--- src/common/ctfm_pkg.sv ---
// Constants, field layouts and carrier types of the trace entry formatter.
// Assumes one core clock domain shared by the core, the formatter and the buffer.
package ctfm_pkg;

  // ==========================================================
  // Register map
  localparam logic [11:0] ADDR_CTRL    = 12'h000;
  localparam logic [11:0] ADDR_STATUS  = 12'h004;
  localparam logic [11:0] ADDR_COUNT   = 12'h008;
  localparam logic [31:0] CTRL_RESET   = 32'h00000000;
  localparam int          CTRL_MODE_LSB = 0;
  localparam int          CTRL_STAMP_BIT = 2;
  localparam int          CTRL_EN_BIT  = 3;
  localparam int          STAT_DROP_BIT = 0;
  localparam int          STAT_PEND_BIT = 1;

  // ==========================================================
  // Trace modes
  localparam logic [1:0] MODE_NORMAL = 2'h0;
  localparam logic [1:0] MODE_LOOP   = 2'h1;
  localparam logic [1:0] MODE_DETAIL = 2'h2;

  // ==========================================================
  // Information byte fields and line counter steps
  localparam logic [1:0] ET_FORCED = 2'h0;
  localparam logic [1:0] ET_VECTOR = 2'h1;
  localparam logic [1:0] ET_SOURCE = 2'h2;
  localparam logic [1:0] ET_DEST   = 2'h3;
  localparam logic [1:0] SZ_8      = 2'h0;
  localparam logic [1:0] SZ_32     = 2'h3;
  localparam logic [2:0] INC_ENTRY = 3'h1;
  localparam logic [2:0] INC_LINE  = 3'h2;

  // ==========================================================
  // Carriers
  typedef struct packed {
    logic        valid;
    logic [1:0]  kind;
    logic [23:0] pc;
  } ctfm_cof_type;

  typedef struct packed {
    logic        valid;
    logic [23:0] addr;
    logic [1:0]  size;
    logic        read;
    logic [31:0] data;
  } ctfm_acc_type;

  typedef struct packed {
    logic        cmp_match;
    logic        ext_event;
    logic        stamp_ovf;
    logic        pc_valid;
    logic [23:0] pc;
    logic [15:0] stamp;
  } ctfm_evt_type;

  typedef enum logic [1:0] {
    APB_IDLE = 2'b01,
    APB_ACK  = 2'b10
  } ctfm_apb_type;

endpackage

--- src/rtl/ctfm_formatter.sv ---
// Trace entry formatter with its line FIFO and APB control registers.
// Assumes core, event and buffer inputs are synchronous to pclk.
//
// The register addresses and the APB register port were decided locally.
`timescale 1ns/1ns

// ==========================================================
// Line FIFO with registered output stage
module ctfm_fifo #(
  parameter int W     = 64,
  parameter int DEPTH = 16
) (
  input  wire logic         pclk,
  input  wire logic         presetn,
  input  wire logic         in_valid,
  output logic              in_ready,
  input  wire logic [W-1:0] in_data,
  output logic              out_valid,
  input  wire logic         out_ready,
  output logic [W-1:0]      out_data
);
  localparam int AW = $clog2(DEPTH);
  localparam int CW = $clog2(DEPTH + 1);
  localparam logic [CW-1:0] FULL = CW'(DEPTH);

  logic [W-1:0]  mem [DEPTH];
  logic [AW-1:0] wr_ptr;
  logic [AW-1:0] rd_ptr;
  logic [CW-1:0] count;
  logic          push;
  logic          pop;

  assign in_ready = (count != FULL);
  assign push     = in_valid && in_ready;
  assign pop      = (count != '0) && (!out_valid || out_ready);

  always_ff @(posedge pclk) begin
    if (push) begin
      mem[wr_ptr] <= in_data;
    end
  end

  always_ff @(posedge pclk or negedge presetn) begin
    if (!presetn) begin
      wr_ptr <= '0;
      rd_ptr <= '0;
      count  <= '0;
    end else begin
      if (push) begin
        wr_ptr <= AW'(wr_ptr + 1'b1);
      end
      if (pop) begin
        rd_ptr <= AW'(rd_ptr + 1'b1);
      end
      count <= CW'(count + CW'(push) - CW'(pop));
    end
  end

  always_ff @(posedge pclk or negedge presetn) begin
    if (!presetn) begin
      out_valid <= 1'b0;
      out_data  <= '0;
    end else if (pop) begin
      out_valid <= 1'b1;
      out_data  <= mem[rd_ptr];
    end else if (out_ready) begin
      out_valid <= 1'b0;
    end
  end
endmodule

// ==========================================================
// Formatter top
module ctfm_formatter #(
  parameter int CNT_W = 7,
  parameter int DEPTH = 16
) (
  input  wire logic                  pclk,
  input  wire logic                  presetn,
  input  wire logic                  psel,
  input  wire logic                  penable,
  input  wire logic                  pwrite,
  input  wire logic [11:0]           paddr,
  input  wire logic [31:0]           pwdata,
  output logic [31:0]                prdata,
  output logic                       pready,
  output logic                       pslverr,
  input  wire ctfm_pkg::ctfm_cof_type cof_in,
  input  wire ctfm_pkg::ctfm_acc_type acc_in,
  input  wire ctfm_pkg::ctfm_evt_type evt_in,
  output logic                       line_valid,
  input  wire logic                  line_ready,
  output logic [63:0]                line_data,
  output logic                       stamp_reset,
  output logic [CNT_W-1:0]           trace_line_counter
);

  // ==========================================================
  // Lane placement, used by the detail line build only
  function automatic logic [31:0] ctfm_place(input logic [1:0] a, input logic [1:0] sz,
                                             input logic [31:0] d);
    logic [31:0] r;
    logic [1:0]  lane;
    r    = '0;
    lane = '0;
    for (int k = 0; k < 4; k++) begin
      if (2'(k) <= sz) begin
        lane = 2'(2'h3 - a - 2'(k));
        r[lane*8 +: 8] = d[(3-k)*8 +: 8];
      end
    end
    return r;
  endfunction

  // ==========================================================
  // Registers and state
  ctfm_pkg::ctfm_apb_type apb_state;
  logic [31:0]  ctrl;
  logic         drop_flag;
  logic         half_full;
  logic [31:0]  half_entry;
  logic         last_was_src;
  logic [23:0]  last_src;
  logic         pend;
  logic         pend_cmp;
  logic         pend_ovf;

  logic [1:0]   mode;
  logic         stamp_en;
  logic         trace_en;
  logic         nl_mode;
  logic         cause;
  logic         suppress;
  logic         nl_active;
  logic         acc_active;
  logic         ts_due;
  logic [1:0]   ent_type;
  logic [7:0]   cpu_info_byte_nl;
  logic [7:0]   cpu_info_byte_dt;
  logic [7:0]   stamp_info_byte;
  logic [31:0]  entry;
  logic [31:0]  lanes;
  logic         next_push;
  logic [63:0]  next_line;
  logic [2:0]   next_inc;
  logic         ts_write;
  logic         hold_entry;
  logic         fifo_ready;
  logic         accepted;
  logic         wr_fire;
  logic [31:0]  rd_value;
  logic         rd_bad;

  assign mode     = ctrl[ctfm_pkg::CTRL_MODE_LSB +: 2];
  assign stamp_en = ctrl[ctfm_pkg::CTRL_STAMP_BIT];
  assign trace_en = ctrl[ctfm_pkg::CTRL_EN_BIT];
  assign nl_mode  = (mode == ctfm_pkg::MODE_NORMAL) || (mode == ctfm_pkg::MODE_LOOP);

  // ==========================================================
  // Normal and loop entry build
  assign ent_type = cof_in.valid ? cof_in.kind : ctfm_pkg::ET_FORCED;
  assign cpu_info_byte_nl  = {ent_type, 2'h0, evt_in.cmp_match, evt_in.ext_event,
                     1'b0, evt_in.stamp_ovf};
  assign entry    = {cpu_info_byte_nl, cof_in.valid ? cof_in.pc : evt_in.pc};
  assign cause    = cof_in.valid || evt_in.ext_event || evt_in.cmp_match
                    || (stamp_en && evt_in.stamp_ovf);
  // Only a bare source repeat is filtered; a forced cause keeps it visible
  assign suppress = (mode == ctfm_pkg::MODE_LOOP) && cof_in.valid
                    && (cof_in.kind == ctfm_pkg::ET_SOURCE) && last_was_src
                    && (cof_in.pc == last_src) && !evt_in.ext_event
                    && !evt_in.cmp_match && !evt_in.stamp_ovf;
  assign nl_active = trace_en && nl_mode && cause && !suppress;

  // ==========================================================
  // Detail entry build
  assign acc_active = trace_en && (mode == ctfm_pkg::MODE_DETAIL) && acc_in.valid;
  assign cpu_info_byte_dt    = {acc_in.size, acc_in.read, 5'h00};
  assign lanes      = ctfm_place(acc_in.addr[1:0], acc_in.size, acc_in.data);
  assign ts_due     = trace_en && stamp_en && (mode == ctfm_pkg::MODE_DETAIL)
                      && !acc_in.valid
                      && (pend || evt_in.cmp_match || evt_in.stamp_ovf);
  assign stamp_info_byte      = {4'h0, pend_cmp || evt_in.cmp_match, evt_in.pc_valid, 1'b1,
                       pend_ovf || evt_in.stamp_ovf};

  always_comb begin
    next_push  = 1'b0;
    next_line  = '0;
    next_inc   = '0;
    ts_write   = 1'b0;
    hold_entry = 1'b0;
    if (nl_active) begin
      if (stamp_en) begin
        next_push = 1'b1;
        next_line = {evt_in.stamp, 16'h0000, entry};
        next_inc  = ctfm_pkg::INC_LINE;
      end else if (half_full) begin
        next_push = 1'b1;
        next_line = {entry, half_entry};
        next_inc  = ctfm_pkg::INC_ENTRY;
      end else begin
        hold_entry = 1'b1;
        next_inc   = ctfm_pkg::INC_ENTRY;
      end
    end else if (acc_active) begin
      next_push = 1'b1;
      next_line = {lanes, cpu_info_byte_dt, acc_in.addr};
      next_inc  = ctfm_pkg::INC_LINE;
    end else if (ts_due) begin
      next_push = 1'b1;
      next_line = {evt_in.stamp, 16'h0000, stamp_info_byte,
                   evt_in.pc_valid ? evt_in.pc : 24'h000000};
      next_inc  = ctfm_pkg::INC_LINE;
      ts_write  = 1'b1;
    end
  end

  // A full FIFO drops the line; the core is never held off
  assign accepted = !next_push || fifo_ready;

  ctfm_fifo #(
    .W     (64),
    .DEPTH (DEPTH)
  ) u_fifo (
    .pclk      (pclk),
    .presetn   (presetn),
    .in_valid  (next_push),
    .in_ready  (fifo_ready),
    .in_data   (next_line),
    .out_valid (line_valid),
    .out_ready (line_ready),
    .out_data  (line_data)
  );

  // ==========================================================
  // Line counter and stamp reset
  always_ff @(posedge pclk or negedge presetn) begin
    if (!presetn) begin
      trace_line_counter <= '0;
    end else if (accepted) begin
      trace_line_counter <= CNT_W'(trace_line_counter + CNT_W'(next_inc));
    end
  end

  always_ff @(posedge pclk or negedge presetn) begin
    if (!presetn) begin
      stamp_reset <= 1'b0;
    end else begin
      stamp_reset <= ts_write && fifo_ready;
    end
  end

  // ==========================================================
  // Half-line hold and loop history
  always_ff @(posedge pclk or negedge presetn) begin
    if (!presetn) begin
      half_full  <= 1'b0;
      half_entry <= '0;
    end else if (!trace_en || !nl_mode || stamp_en) begin
      half_full <= 1'b0;
    end else if (hold_entry) begin
      half_full  <= 1'b1;
      half_entry <= entry;
    end else if (nl_active && fifo_ready) begin
      half_full <= 1'b0;
    end
  end

  always_ff @(posedge pclk or negedge presetn) begin
    if (!presetn) begin
      last_was_src <= 1'b0;
      last_src     <= '0;
    end else if (nl_active && accepted) begin
      last_was_src <= (ent_type == ctfm_pkg::ET_SOURCE);
      last_src     <= entry[23:0];
    end
  end

  // ==========================================================
  // Pending timestamp line after a detail data line
  always_ff @(posedge pclk or negedge presetn) begin
    if (!presetn) begin
      pend     <= 1'b0;
      pend_cmp <= 1'b0;
      pend_ovf <= 1'b0;
    end else if (acc_active && stamp_en) begin
      pend     <= 1'b1;
      pend_cmp <= evt_in.cmp_match;
      pend_ovf <= evt_in.stamp_ovf;
    end else begin
      pend     <= 1'b0;
      pend_cmp <= 1'b0;
      pend_ovf <= 1'b0;
    end
  end

  // ==========================================================
  // APB slave, one wait state
  assign wr_fire = psel && penable && pready && pwrite;

  always_comb begin
    rd_value = '0;
    rd_bad   = 1'b0;
    case (paddr)
      ctfm_pkg::ADDR_CTRL:   rd_value = ctrl;
      ctfm_pkg::ADDR_STATUS: rd_value = {30'h0, pend, drop_flag};
      ctfm_pkg::ADDR_COUNT:  rd_value = 32'(trace_line_counter);
      default:               rd_bad   = 1'b1;
    endcase
  end

  always_ff @(posedge pclk or negedge presetn) begin
    if (!presetn) begin
      apb_state <= ctfm_pkg::APB_IDLE;
      pready    <= 1'b0;
      prdata    <= '0;
      pslverr   <= 1'b0;
    end else begin
      case (apb_state)
        ctfm_pkg::APB_IDLE: begin
          if (psel && penable) begin
            apb_state <= ctfm_pkg::APB_ACK;
            pready    <= 1'b1;
            prdata    <= pwrite ? 32'h00000000 : rd_value;
            pslverr   <= rd_bad;
          end
        end
        ctfm_pkg::APB_ACK: begin
          apb_state <= ctfm_pkg::APB_IDLE;
          pready    <= 1'b0;
          pslverr   <= 1'b0;
        end
        default: begin
          apb_state <= ctfm_pkg::APB_IDLE;
          pready    <= 1'b0;
        end
      endcase
    end
  end

  always_ff @(posedge pclk or negedge presetn) begin
    if (!presetn) begin
      ctrl <= ctfm_pkg::CTRL_RESET;
    end else if (wr_fire && (paddr == ctfm_pkg::ADDR_CTRL)) begin
      ctrl <= {28'h0, pwdata[3:0]};
    end
  end

  // A drop in the clearing cycle keeps the flag set
  always_ff @(posedge pclk or negedge presetn) begin
    if (!presetn) begin
      drop_flag <= 1'b0;
    end else if (!accepted) begin
      drop_flag <= 1'b1;
    end else if (wr_fire && (paddr == ctfm_pkg::ADDR_STATUS)
                 && pwdata[ctfm_pkg::STAT_DROP_BIT]) begin
      drop_flag <= 1'b0;
    end
  end

  // ==========================================================
  // Checks
  a_cpu_info_byte_zero_bits: assert property (@(posedge pclk) disable iff (!presetn)
    nl_active |-> (entry[29:28] == 2'h0) && (entry[25] == 1'b0))
    else $error("info byte reserved bits set");
  a_type_forced: assert property (@(posedge pclk) disable iff (!presetn)
    (nl_active && !cof_in.valid) |-> (entry[31:30] == ctfm_pkg::ET_FORCED))
    else $error("forced entry type wrong");
  a_cmp_forces: assert property (@(posedge pclk) disable iff (!presetn)
    (trace_en && nl_mode && evt_in.cmp_match) |-> nl_active && entry[27])
    else $error("comparator match entry missing");
  a_ext_flag: assert property (@(posedge pclk) disable iff (!presetn)
    nl_active |-> (entry[26] == evt_in.ext_event))
    else $error("external event flag wrong");
  a_loop_drop_src: assert property (@(posedge pclk) disable iff (!presetn)
    (trace_en && mode == ctfm_pkg::MODE_LOOP && !evt_in.ext_event && !evt_in.cmp_match
     && !evt_in.stamp_ovf && cof_in.valid && cof_in.kind == ctfm_pkg::ET_SOURCE
     && last_was_src && cof_in.pc == last_src) |-> !nl_active)
    else $error("repeated source not filtered");
  a_loop_keep_dst: assert property (@(posedge pclk) disable iff (!presetn)
    (trace_en && nl_mode && cof_in.valid && cof_in.kind != ctfm_pkg::ET_SOURCE)
    |-> nl_active)
    else $error("destination or vector filtered");
  a_detail_count: assert property (@(posedge pclk) disable iff (!presetn)
    (acc_active && fifo_ready) |=>
    (trace_line_counter == CNT_W'($past(trace_line_counter) + 2)))
    else $error("detail counter step wrong");
  a_ts_suppress: assert property (@(posedge pclk) disable iff (!presetn)
    (pend && acc_in.valid) |-> !ts_write)
    else $error("timestamp line not suppressed");
  a_stamp_reset: assert property (@(posedge pclk) disable iff (!presetn)
    stamp_reset |-> $past(ts_write) && !$past(acc_active))
    else $error("stamp reset without timestamp line");
  a_stamp_info_byte_form: assert property (@(posedge pclk) disable iff (!presetn)
    ts_write |-> (next_line[31:28] == 4'h0) && next_line[25]
                 && (next_line[26] == evt_in.pc_valid))
    else $error("stamp info byte malformed");
  a_lane_byte: assert property (@(posedge pclk) disable iff (!presetn)
    (acc_active && acc_in.size == ctfm_pkg::SZ_8 && acc_in.addr[1:0] == 2'h0)
    |-> (next_line[55:32] == 24'h000000) && (next_line[63:56] == acc_in.data[31:24]))
    else $error("byte lane placement wrong");

endmodule

--- config.mk ---
export PLATFORM = sky130hd
export DESIGN_NAME = ctfm_formatter
export DESIGN_NICKNAME = d
export VERILOG_FILES = /design/src/common/ctfm_pkg.sv /design/src/rtl/ctfm_formatter.sv
export SDC_FILE = /design/constraint.sdc
export NUM_CORES = 2
export LEC_CHECK = 0
export BUFFER_PORTS_ARGS = -buffer_cell sky130_fd_sc_hd__buf_2
export CORE_UTILIZATION = 55
export CTS_CLUSTER_DIAMETER = 40
export DETAILED_ROUTE_END_ITERATION = 12
export PLACE_DENSITY_LB_ADDON = 0.12
export SYNTH_ARGS = -nofsm -noshare
export SYNTH_HDL_FRONTEND = slang
export SYNTH_SLANG_ARGS = --single-unit
--- constraint.sdc ---
create_clock -name pclk -period 6.8 [get_ports pclk]
set_clock_uncertainty 0.15 [all_clocks]
set_input_delay 1.36 -clock pclk [delete_from_list [all_inputs] [get_ports pclk]]
set_output_delay 1.36 -clock pclk [all_outputs]
set_load 0.01 [all_outputs]
# ---- Yosys cells after proc, flatten, opt, wreduce, memory -nomap -nowiden
# Memories as Yosys holds them, arrays and structs flattened. A register that Yosys moved wholly into a read port is not among the register bits.
# Cells that the tools add are included.
# W data, S select, Z words.
dict set report word_totals {
  n_memories 1
  word_cells 170
  ramBits 1024
  in_bits 181
  output_inout_bits 107
  ff_bits 121
}
dict set report classes {
  muxes 50
  bitwise_logic 2
  n_reduce_logical 61
  n_eq_ne 12
  shift 8
  n_lt_le_gt_ge 4
  addsub 13
}
# memory depth width read_ports rd_ports_with_merged_regs wr line_no
set memory_table {}
lappend memory_table {u_fifo.mem 16 64 1 1 1 ctfm_formatter.sv:26} ;# logic [W-1:0] mem [DEPTH];
# cell count
set op_table {}
lappend op_table {{$mux W64} 5}
lappend op_table {{$mux W32} 5}
lappend op_table {{$neg A5 Y34} 4}
lappend op_table {{$shift A8 B34 Y32 const A} 4}
lappend op_table {{$shiftx A8 B34 Y32} 4}
lappend op_table {{$bwmux W32} 3}
lappend op_table {{$mux W24} 2}
lappend op_table {{$and A32 B32 Y32} 1}
lappend op_table {{$logic_and A1 B1 Y1} 29}
lappend op_table {{$mux W1} 26}
lappend op_table {{$eq A24 B24 Y1} 1}
lappend op_table {{$pmux W7 S3} 1}
lappend op_table {{$eq A12 B3 Y1 const B} 1}
lappend op_table {{$eq A12 B4 Y1 const B} 1}
lappend op_table {{$logic_not A12 Y1} 1}
lappend op_table {{$logic_or A1 B1 Y1} 12}
lappend op_table {{$mux W2} 6}
lappend op_table {{$logic_not A1 Y1} 10}
lappend op_table {{$add A4 B1 Y4 const B} 2}
lappend op_table {{$eq A2 B2 Y1 const B} 4}
lappend op_table {{$add A7 B3 Y7} 1}
lappend op_table {{$reduce_and A2 Y1} 3}
lappend op_table {{$add A5 B1 Y5} 1}
lappend op_table {{$ne A5 B5 Y1 const B} 1}
lappend op_table {{other kinds (17)} 22}

# ---- Depth between registers and ports, before layout
dict set report depth {
  depth_word 14
  mapped_depth 15
  ltp_nobuf 14
}

# ---- Hierarchy
# A second synthesis with hierarchy kept.
dict set report unflattened {
  cells_unflattened 2579
  area_unflattened_um2 47874.7
}
# module seq_area_each_um2 cells_per_inst area_each_um2 n_inst
set modules_own_cells {}
lappend modules_own_cells {ctfm_fifo 32701.4 1797 41448.5 1}
lappend modules_own_cells {ctfm_formatter 2028.2 782 6426.2 1}

# ---- Least setup slack after synthesis
# OpenSTA, ideal clock, no wires.
dict set report synth_timing {
  path_type {input -> register}
  from {input port cof_in[26] in the netlist's numbering}
  to {memory u_fifo.mem[11][0], enable pin}
  arrival_ns 7.123
  setup_time_ns 0.575
  required_ns 6.075
  path_buffers 2
  setup_slack_ns -1.047
  path_stages 8
  cell_sequence {buf_4 and3b_1 nand4_1 or4_4 o21ba_1 clkbuf_1 nand2_1 nor3b_1}
}
dict set report synth_between {
  elab_chain_len 13
  elab_cells_between_ends 17
  classes_between {mux: 3; reduce/logical: 14}
}
# element line_no
set synth_lines {}
lappend synth_lines {{start, declared} ctfm_formatter.sv:88} ;# input wire ctfm_pkg::ctfm_cof_type cof_in,
lappend synth_lines {{$logic_and A1 B1 Y1} ctfm_formatter.sv:168} ;# assign suppress = (mode == ctfm_pkg::MODE_LOOP) && cof_in.valid
lappend synth_lines {{$logic_and A1 B1 Y1 (2 in a row)} ctfm_formatter.sv:169} ;# && (cof_in.kind == ctfm_pkg::ET_SOURCE) && last_was_src
lappend synth_lines {{$logic_and A1 B1 Y1 (2 in a row)} ctfm_formatter.sv:170} ;# && (cof_in.pc == last_src) && !evt_in.ext_event
lappend synth_lines {{$logic_and A1 B1 Y1 (2 in a row)} ctfm_formatter.sv:171} ;# && !evt_in.cmp_match && !evt_in.stamp_ovf;
lappend synth_lines {{$logic_not A1 Y1} ctfm_formatter.sv:172} ;# assign nl_active = trace_en && nl_mode && cause && !suppress;
lappend synth_lines {{$logic_and A1 B1 Y1 (*)} ctfm_formatter.sv:172}
lappend synth_lines {{$mux W1 (*)} ctfm_formatter.sv:191} ;# if (nl_active) begin
lappend synth_lines {{$logic_and A1 B1 Y1 (*)} ctfm_formatter.sv:34} ;# assign push = in_valid && in_ready;
lappend synth_lines {{net u_fifo.push} ctfm_formatter.sv:30} ;# logic push;
lappend synth_lines {{$mux W1 (*)} ctfm_formatter.sv:38} ;# if (push) begin
lappend synth_lines {{$mux W1 (not written as such) (*)} ctfm_formatter.sv:39} ;# mem[wr_ptr] <= in_data;
lappend synth_lines {{end, declared} ctfm_formatter.sv:26}
# The timed path passes the listed nets; every way through them passes the cells marked *.

# ---- Worst setup path in the final report
dict set report layout_timing {
  from {input port evt_in[41] in the netlist's numbering}
  to {memory u_fifo.mem[8][56], data pin}
}
dict set report layout_between {
  elab_chain_len 5
  elab_cells_between_ends 14
  classes_between {mux: 5; reduce/logical: 9}
}
# element line_no
set layout_lines {}
lappend layout_lines {{start, declared} ctfm_formatter.sv:90} ;# input wire ctfm_pkg::ctfm_evt_type evt_in,
lappend layout_lines {{$logic_or A1 B1 Y1, or another cell as far along} ctfm_formatter.sv:181} ;# && (pend || evt_in.cmp_match || evt_in.stamp_ovf);
lappend layout_lines {{$logic_and A1 B1 Y1, or another cell as far along} ctfm_formatter.sv:181}
lappend layout_lines {{$mux W64, or another cell as far along} ctfm_formatter.sv:208} ;# end else if (ts_due) begin
lappend layout_lines {{$mux W64 or $logic_and A1 B1 Y1 (tied branches)} {ctfm_formatter.sv:204, ctfm_formatter.sv:172}}
lappend layout_lines {{$mux W64 (*)} ctfm_formatter.sv:191}
lappend layout_lines {{net next_line[56]} ctfm_formatter.sv:144} ;# logic [63:0] next_line;
# Marks and branches as above.

==> summary.txt <==
Synthesis
  • Synth area leader: edfxtp_1
  • Syn. warnings: 0
  • Ranking of synthesized cells by area: edfxtp_1, mux4_2, dfrtp_1
  • #FFs+latches synth: ~1200
  • Synth unique cells: 66
  • Post-Syn Area: 0.04760 sq mm
  • Top_reg_cell synth: edfxtp_1
  • FFs w/ async S/R, synth: a little over an eighth
  • Post-synthesis cell count: 2410
  • Sequential fraction of the synthesis area: 71.90%
  • Post-Syn Area per Cell: approximately 20 sq um
  • Yosys top cell area share: a little under two thirds
  • EDFF count, synth: between 1000 and 1500

GRT
  • GRT met3 Usage: between 5 and 6%
  • Largest net degree at the start of global routing: 160
  • Total gr overflow: 0
  • GR Util met1: a little over two fifths
  • M2 GR Usage: between 40% and 50%
  • First-pass GRT wire length: ~180000 um
  • All-Layer GR Usage: 29.15%
  • Vias in the first global route: approximately 26000
  • Antenna violations before repair: 15
  • Gr busiest metal: met2

Timing
  • RSZ-0062 raised after global routing: false
  • Final Hold Viols: 0
  • Setup violations, final: 0
  • Final worst slack: between 1.5 and 2 ns
  • Period minus WS final: approximately 5.1 ns
  • F_max: 0.1956 GHz
  • Max-slew violations: 0
  • Tcrit/Tclk final: between 70% and 80%
  • Worst-Margin Slew: 1.311 ns
  • Slew Limit Headroom: 12.62%

Place
  • Final GP Congestion: roughly 0.92
  • Dpl hpwl: 72320 um
  • I/O Buffers: ~230
  • Inst Count DP: ~3700
  • Dpl ws: about 1.1 ns

Setup path
  • CP Depth: 7
  • Crit path max-delay family: simple AND/OR/NAND/NOR gates
  • WP buf/inv: 1
  • Crit path launch type: input pin
  • Critical-path cell list: buf_2, nor4bb_1, nand4_1, or4_4, o21ai_4, nand2b_1, o221ai_1
  • Worst path slowest cell: nor4bb_1
  • Critical Path Fanout Max: 17
  • Crit Path Class: input pin to flip-flop
  • Worst EP arrival: about 5.2 ns
  • Critical path's largest stage delay: just under 1 ns
  • Required @ worst endpoint: between 6 and 7 ns
  • R2r worst-path depth: 6
  • CP endpoint kind: flip-flop

Power and ir drop
  • Total power: around 0.019 W
  • Int Pwr: approximately 0.014 W
  • Clk network pwr share: approximately two fifths
  • Sequential power share: between 40 and 50%
  • Sw power: 0.004772 W
  • IR drop worst, VDD: 0.0003679 V
  • Combinational power share: 16.7%
  • Total power divided by cell area: ~340 mW/mm^2
  • Leak Pwr: 18.10 nW
  • Switching Fraction: between 20% and 30%

Route
  • DR WL/cell: between 30 and 40 um
  • Starting DRT DRC Count: between 2000 and 3000
  • DRC: 0
  • Pre-antenna DRT Iters: 6
  • Detail Route Antenna Nets: 0
  • Drt total wl: 124700 um
  • Vias: roughly 26000
  • Via density: ~6.4

Worst hold path
  • Hold path cells: 2
  • Hold crit path type: flip-flop to flip-flop

Floorplanning
  • Die area: about 0.09 sq mm
  • Die X: around 300 um
  • Die extent in y: about 300 um
  • Area of the core: 0.08541 sq mm
  • Starting density of the core: a little under three fifths
  • FP Rows: around 110
  • I/O pin count: between 200 and 300

Clock tree
  • CTS tree: done
  • Clock Latency Late Sink: approximately 0.73 ns
  • PostCTS Resize Cnt: 0
  • CTS clk-pin slew, worst paths: 0.06 ns
  • # clock sinks: about 1200
  • Clock Tree Buf Depth: 3
  • Hold-fix buffers, CTS: 0
  • Clock root buffer: clkbuf_16
  • H-Tree Depth: 4
  • CTS Buf Count: around 140
  • Buffer count from post-CTS setup fixing: 0

Layout
  • Multi-input gate area: around 0.013 sq mm
  • # fillers: about 5900
  • Register area: about 0.034 sq mm
  • Final net count: roughly 3000
  • Area Growth Syn to Fin: 15.63%
  • Share of cells above drive strength 1: 34.40%
  • Final cell count without fillers: about 4000

Job
  • Maxcap violations: 0

Outcome
  • Status: finished clean
layout make-up:
type	count	share of cell area [%]
repair buffers	312	3.348
inverters	29	0.1978
diodes	5	0.02273
clock inverters	79	1.530
clock buffers	180	6.945
flip-flops and latches	1166	62.21
well taps	1144	2.601
multi-input cells	1071	23.15
synthesized netlist by cell type, types with 7 or more instances:
cell	number
buf_2	18
mux2_1	29
buf_4	29
o221ai_1	8
clkbuf_1	94
o21ai_0	56
nor3b_1	8
xor2_1	13
mux2_2	98
nand4_1	7
dfrtp_1	157
mux2i_1	20
xnor2_1	26
o21ai_1	13
a211o_1	8
a311o_1	8
nor2b_1	33
inv_1	27
a21oi_1	35
o22ai_1	16
nor3_1	21
ha_1	21
edfxtp_1	1008
and3_1	8
nand2b_1	7
a31oi_1	15
nand2_1	89
nor2_1	37
buf_1	25
a22oi_1	80
mux4_2	315
a222oi_1	8
through the flow:
| step | instance area (sq um) | hold WS [ns] | util [%] | TNS [ns] |
|---|---|---|---|---|
| after floorplan | 47710 | 0.2984 | - | -493.08 |
| after global placement | 50360 | 0.3123 | 58.96 | 0 |
| after detailed placement | 50360 | 0.3217 | 58.96 | 0 |
| after CTS | 55030 | 0.3367 | 64.43 | 0 |
| after global routing | 55040 | 0.3535 | 64.43 | 0 |
| final | 55040 | 0.3365 | 64.44 | 0 |
worst reg2reg max path, cell delays in order, from the launching register on:
cell,delay [ns]
dfrtp_1,0.44
nor4bb_1,0.99
nand4_1,0.21
or4_4,0.63
o21ai_4,0.42
nand2b_1,0.75
o221ai_1,0.71
power groups by stage:
| stage | sequential (W) | combinational, W | clock [W] |
|---|---|---|---|
| 3_3_place_gp | 0.00828 | 0.00316 | 0 |
| 2_1_floorplan | 0.00814 | 0.00238 | 0 |
| 6_report | 0.00814 | 0.00313 | 0.00741 |
| 5_1_grt | 0.00817 | 0.00335 | 0.00780 |
| 4_1_cts | 0.00814 | 0.00318 | 0.00752 |
| 3_5_place_dp | 0.00829 | 0.00318 | 0 |
metal layers:
layer	vias up	part of all wire, %
met4	10	2.0
met2	1263	47
li1	10560	-
met5	-	0.042
met1	13510	42
met3	195	8.8
logic make-up (layout without fill, tap and decap cells):
group,count (synthesis),count (layout),share of synthesized area (%)
and+or+nand+nor,240,240,2.500
buffers and inverters,198,600,1.885
muxes,462,462,18.33
DFF,1166,1166,71.90
other,1,31,0.007878
adders and majority gates,23,23,0.6361
AOI/OAI and AO/OA,281,281,4.030
xor gates and xnor gates,39,39,0.7176
state kept, by name, summed over array words and instances (netlist names), 5 cells and up:
| name | cells |
|---|---|
| prdata | 7 |
| u_fifo.out_data | 63 |
| u_fifo.mem | 1008 |
| half_entry | 29 |
| last_src | 24 |
| u_fifo.count | 5 |
| trace_line_counter | 7 |
cell usage in the layout (no fill, tap or decap), types with 12 or more instances in the layout:
| cell | n |
|---|---|
| buf_2 | 232 |
| xnor2_1 | 26 |
| nor2_1 | 32 |
| ha_1 | 21 |
| xor2_1 | 13 |
| dfrtp_1 | 152 |
| mux2_1 | 29 |
| inv_1 | 27 |
| nor2b_1 | 31 |
| nand2_1 | 89 |
| edfxtp_1 | 1008 |
| clkbuf_16 | 147 |
| conb_1 | 26 |
| nor3_1 | 16 |
| bufinv_16 | 12 |
| mux2_2 | 98 |
| a21oi_1 | 34 |
| inv_6 | 14 |
| o22ai_1 | 16 |
| o21ai_1 | 14 |
| clkinv_2 | 13 |
| mux4_2 | 315 |
| clkinvlp_4 | 17 |
| clkbuf_1 | 31 |
| a31oi_1 | 15 |
| clkinv_1 | 13 |
| a22oi_1 | 80 |
| o21ai_0 | 55 |
| buf_4 | 73 |
| mux2i_1 | 20 |
final timing paths:
kind,from,endpoint,slack [ns]
max reg2reg,ctrl[1],u_fifo.mem[8][56],1.99
min reg2reg,half_entry[26],half_entry[26],0.34
max in group asynchronous,presetn,u_fifo.out_data[33],4.70
min in group asynchronous,presetn,u_fifo.out_data[20],0.48
min,half_entry[26],half_entry[26],0.34
max,evt_in[41],u_fifo.mem[8][56],1.69
No activity file was read; power rests on OpenSTA's default activity.
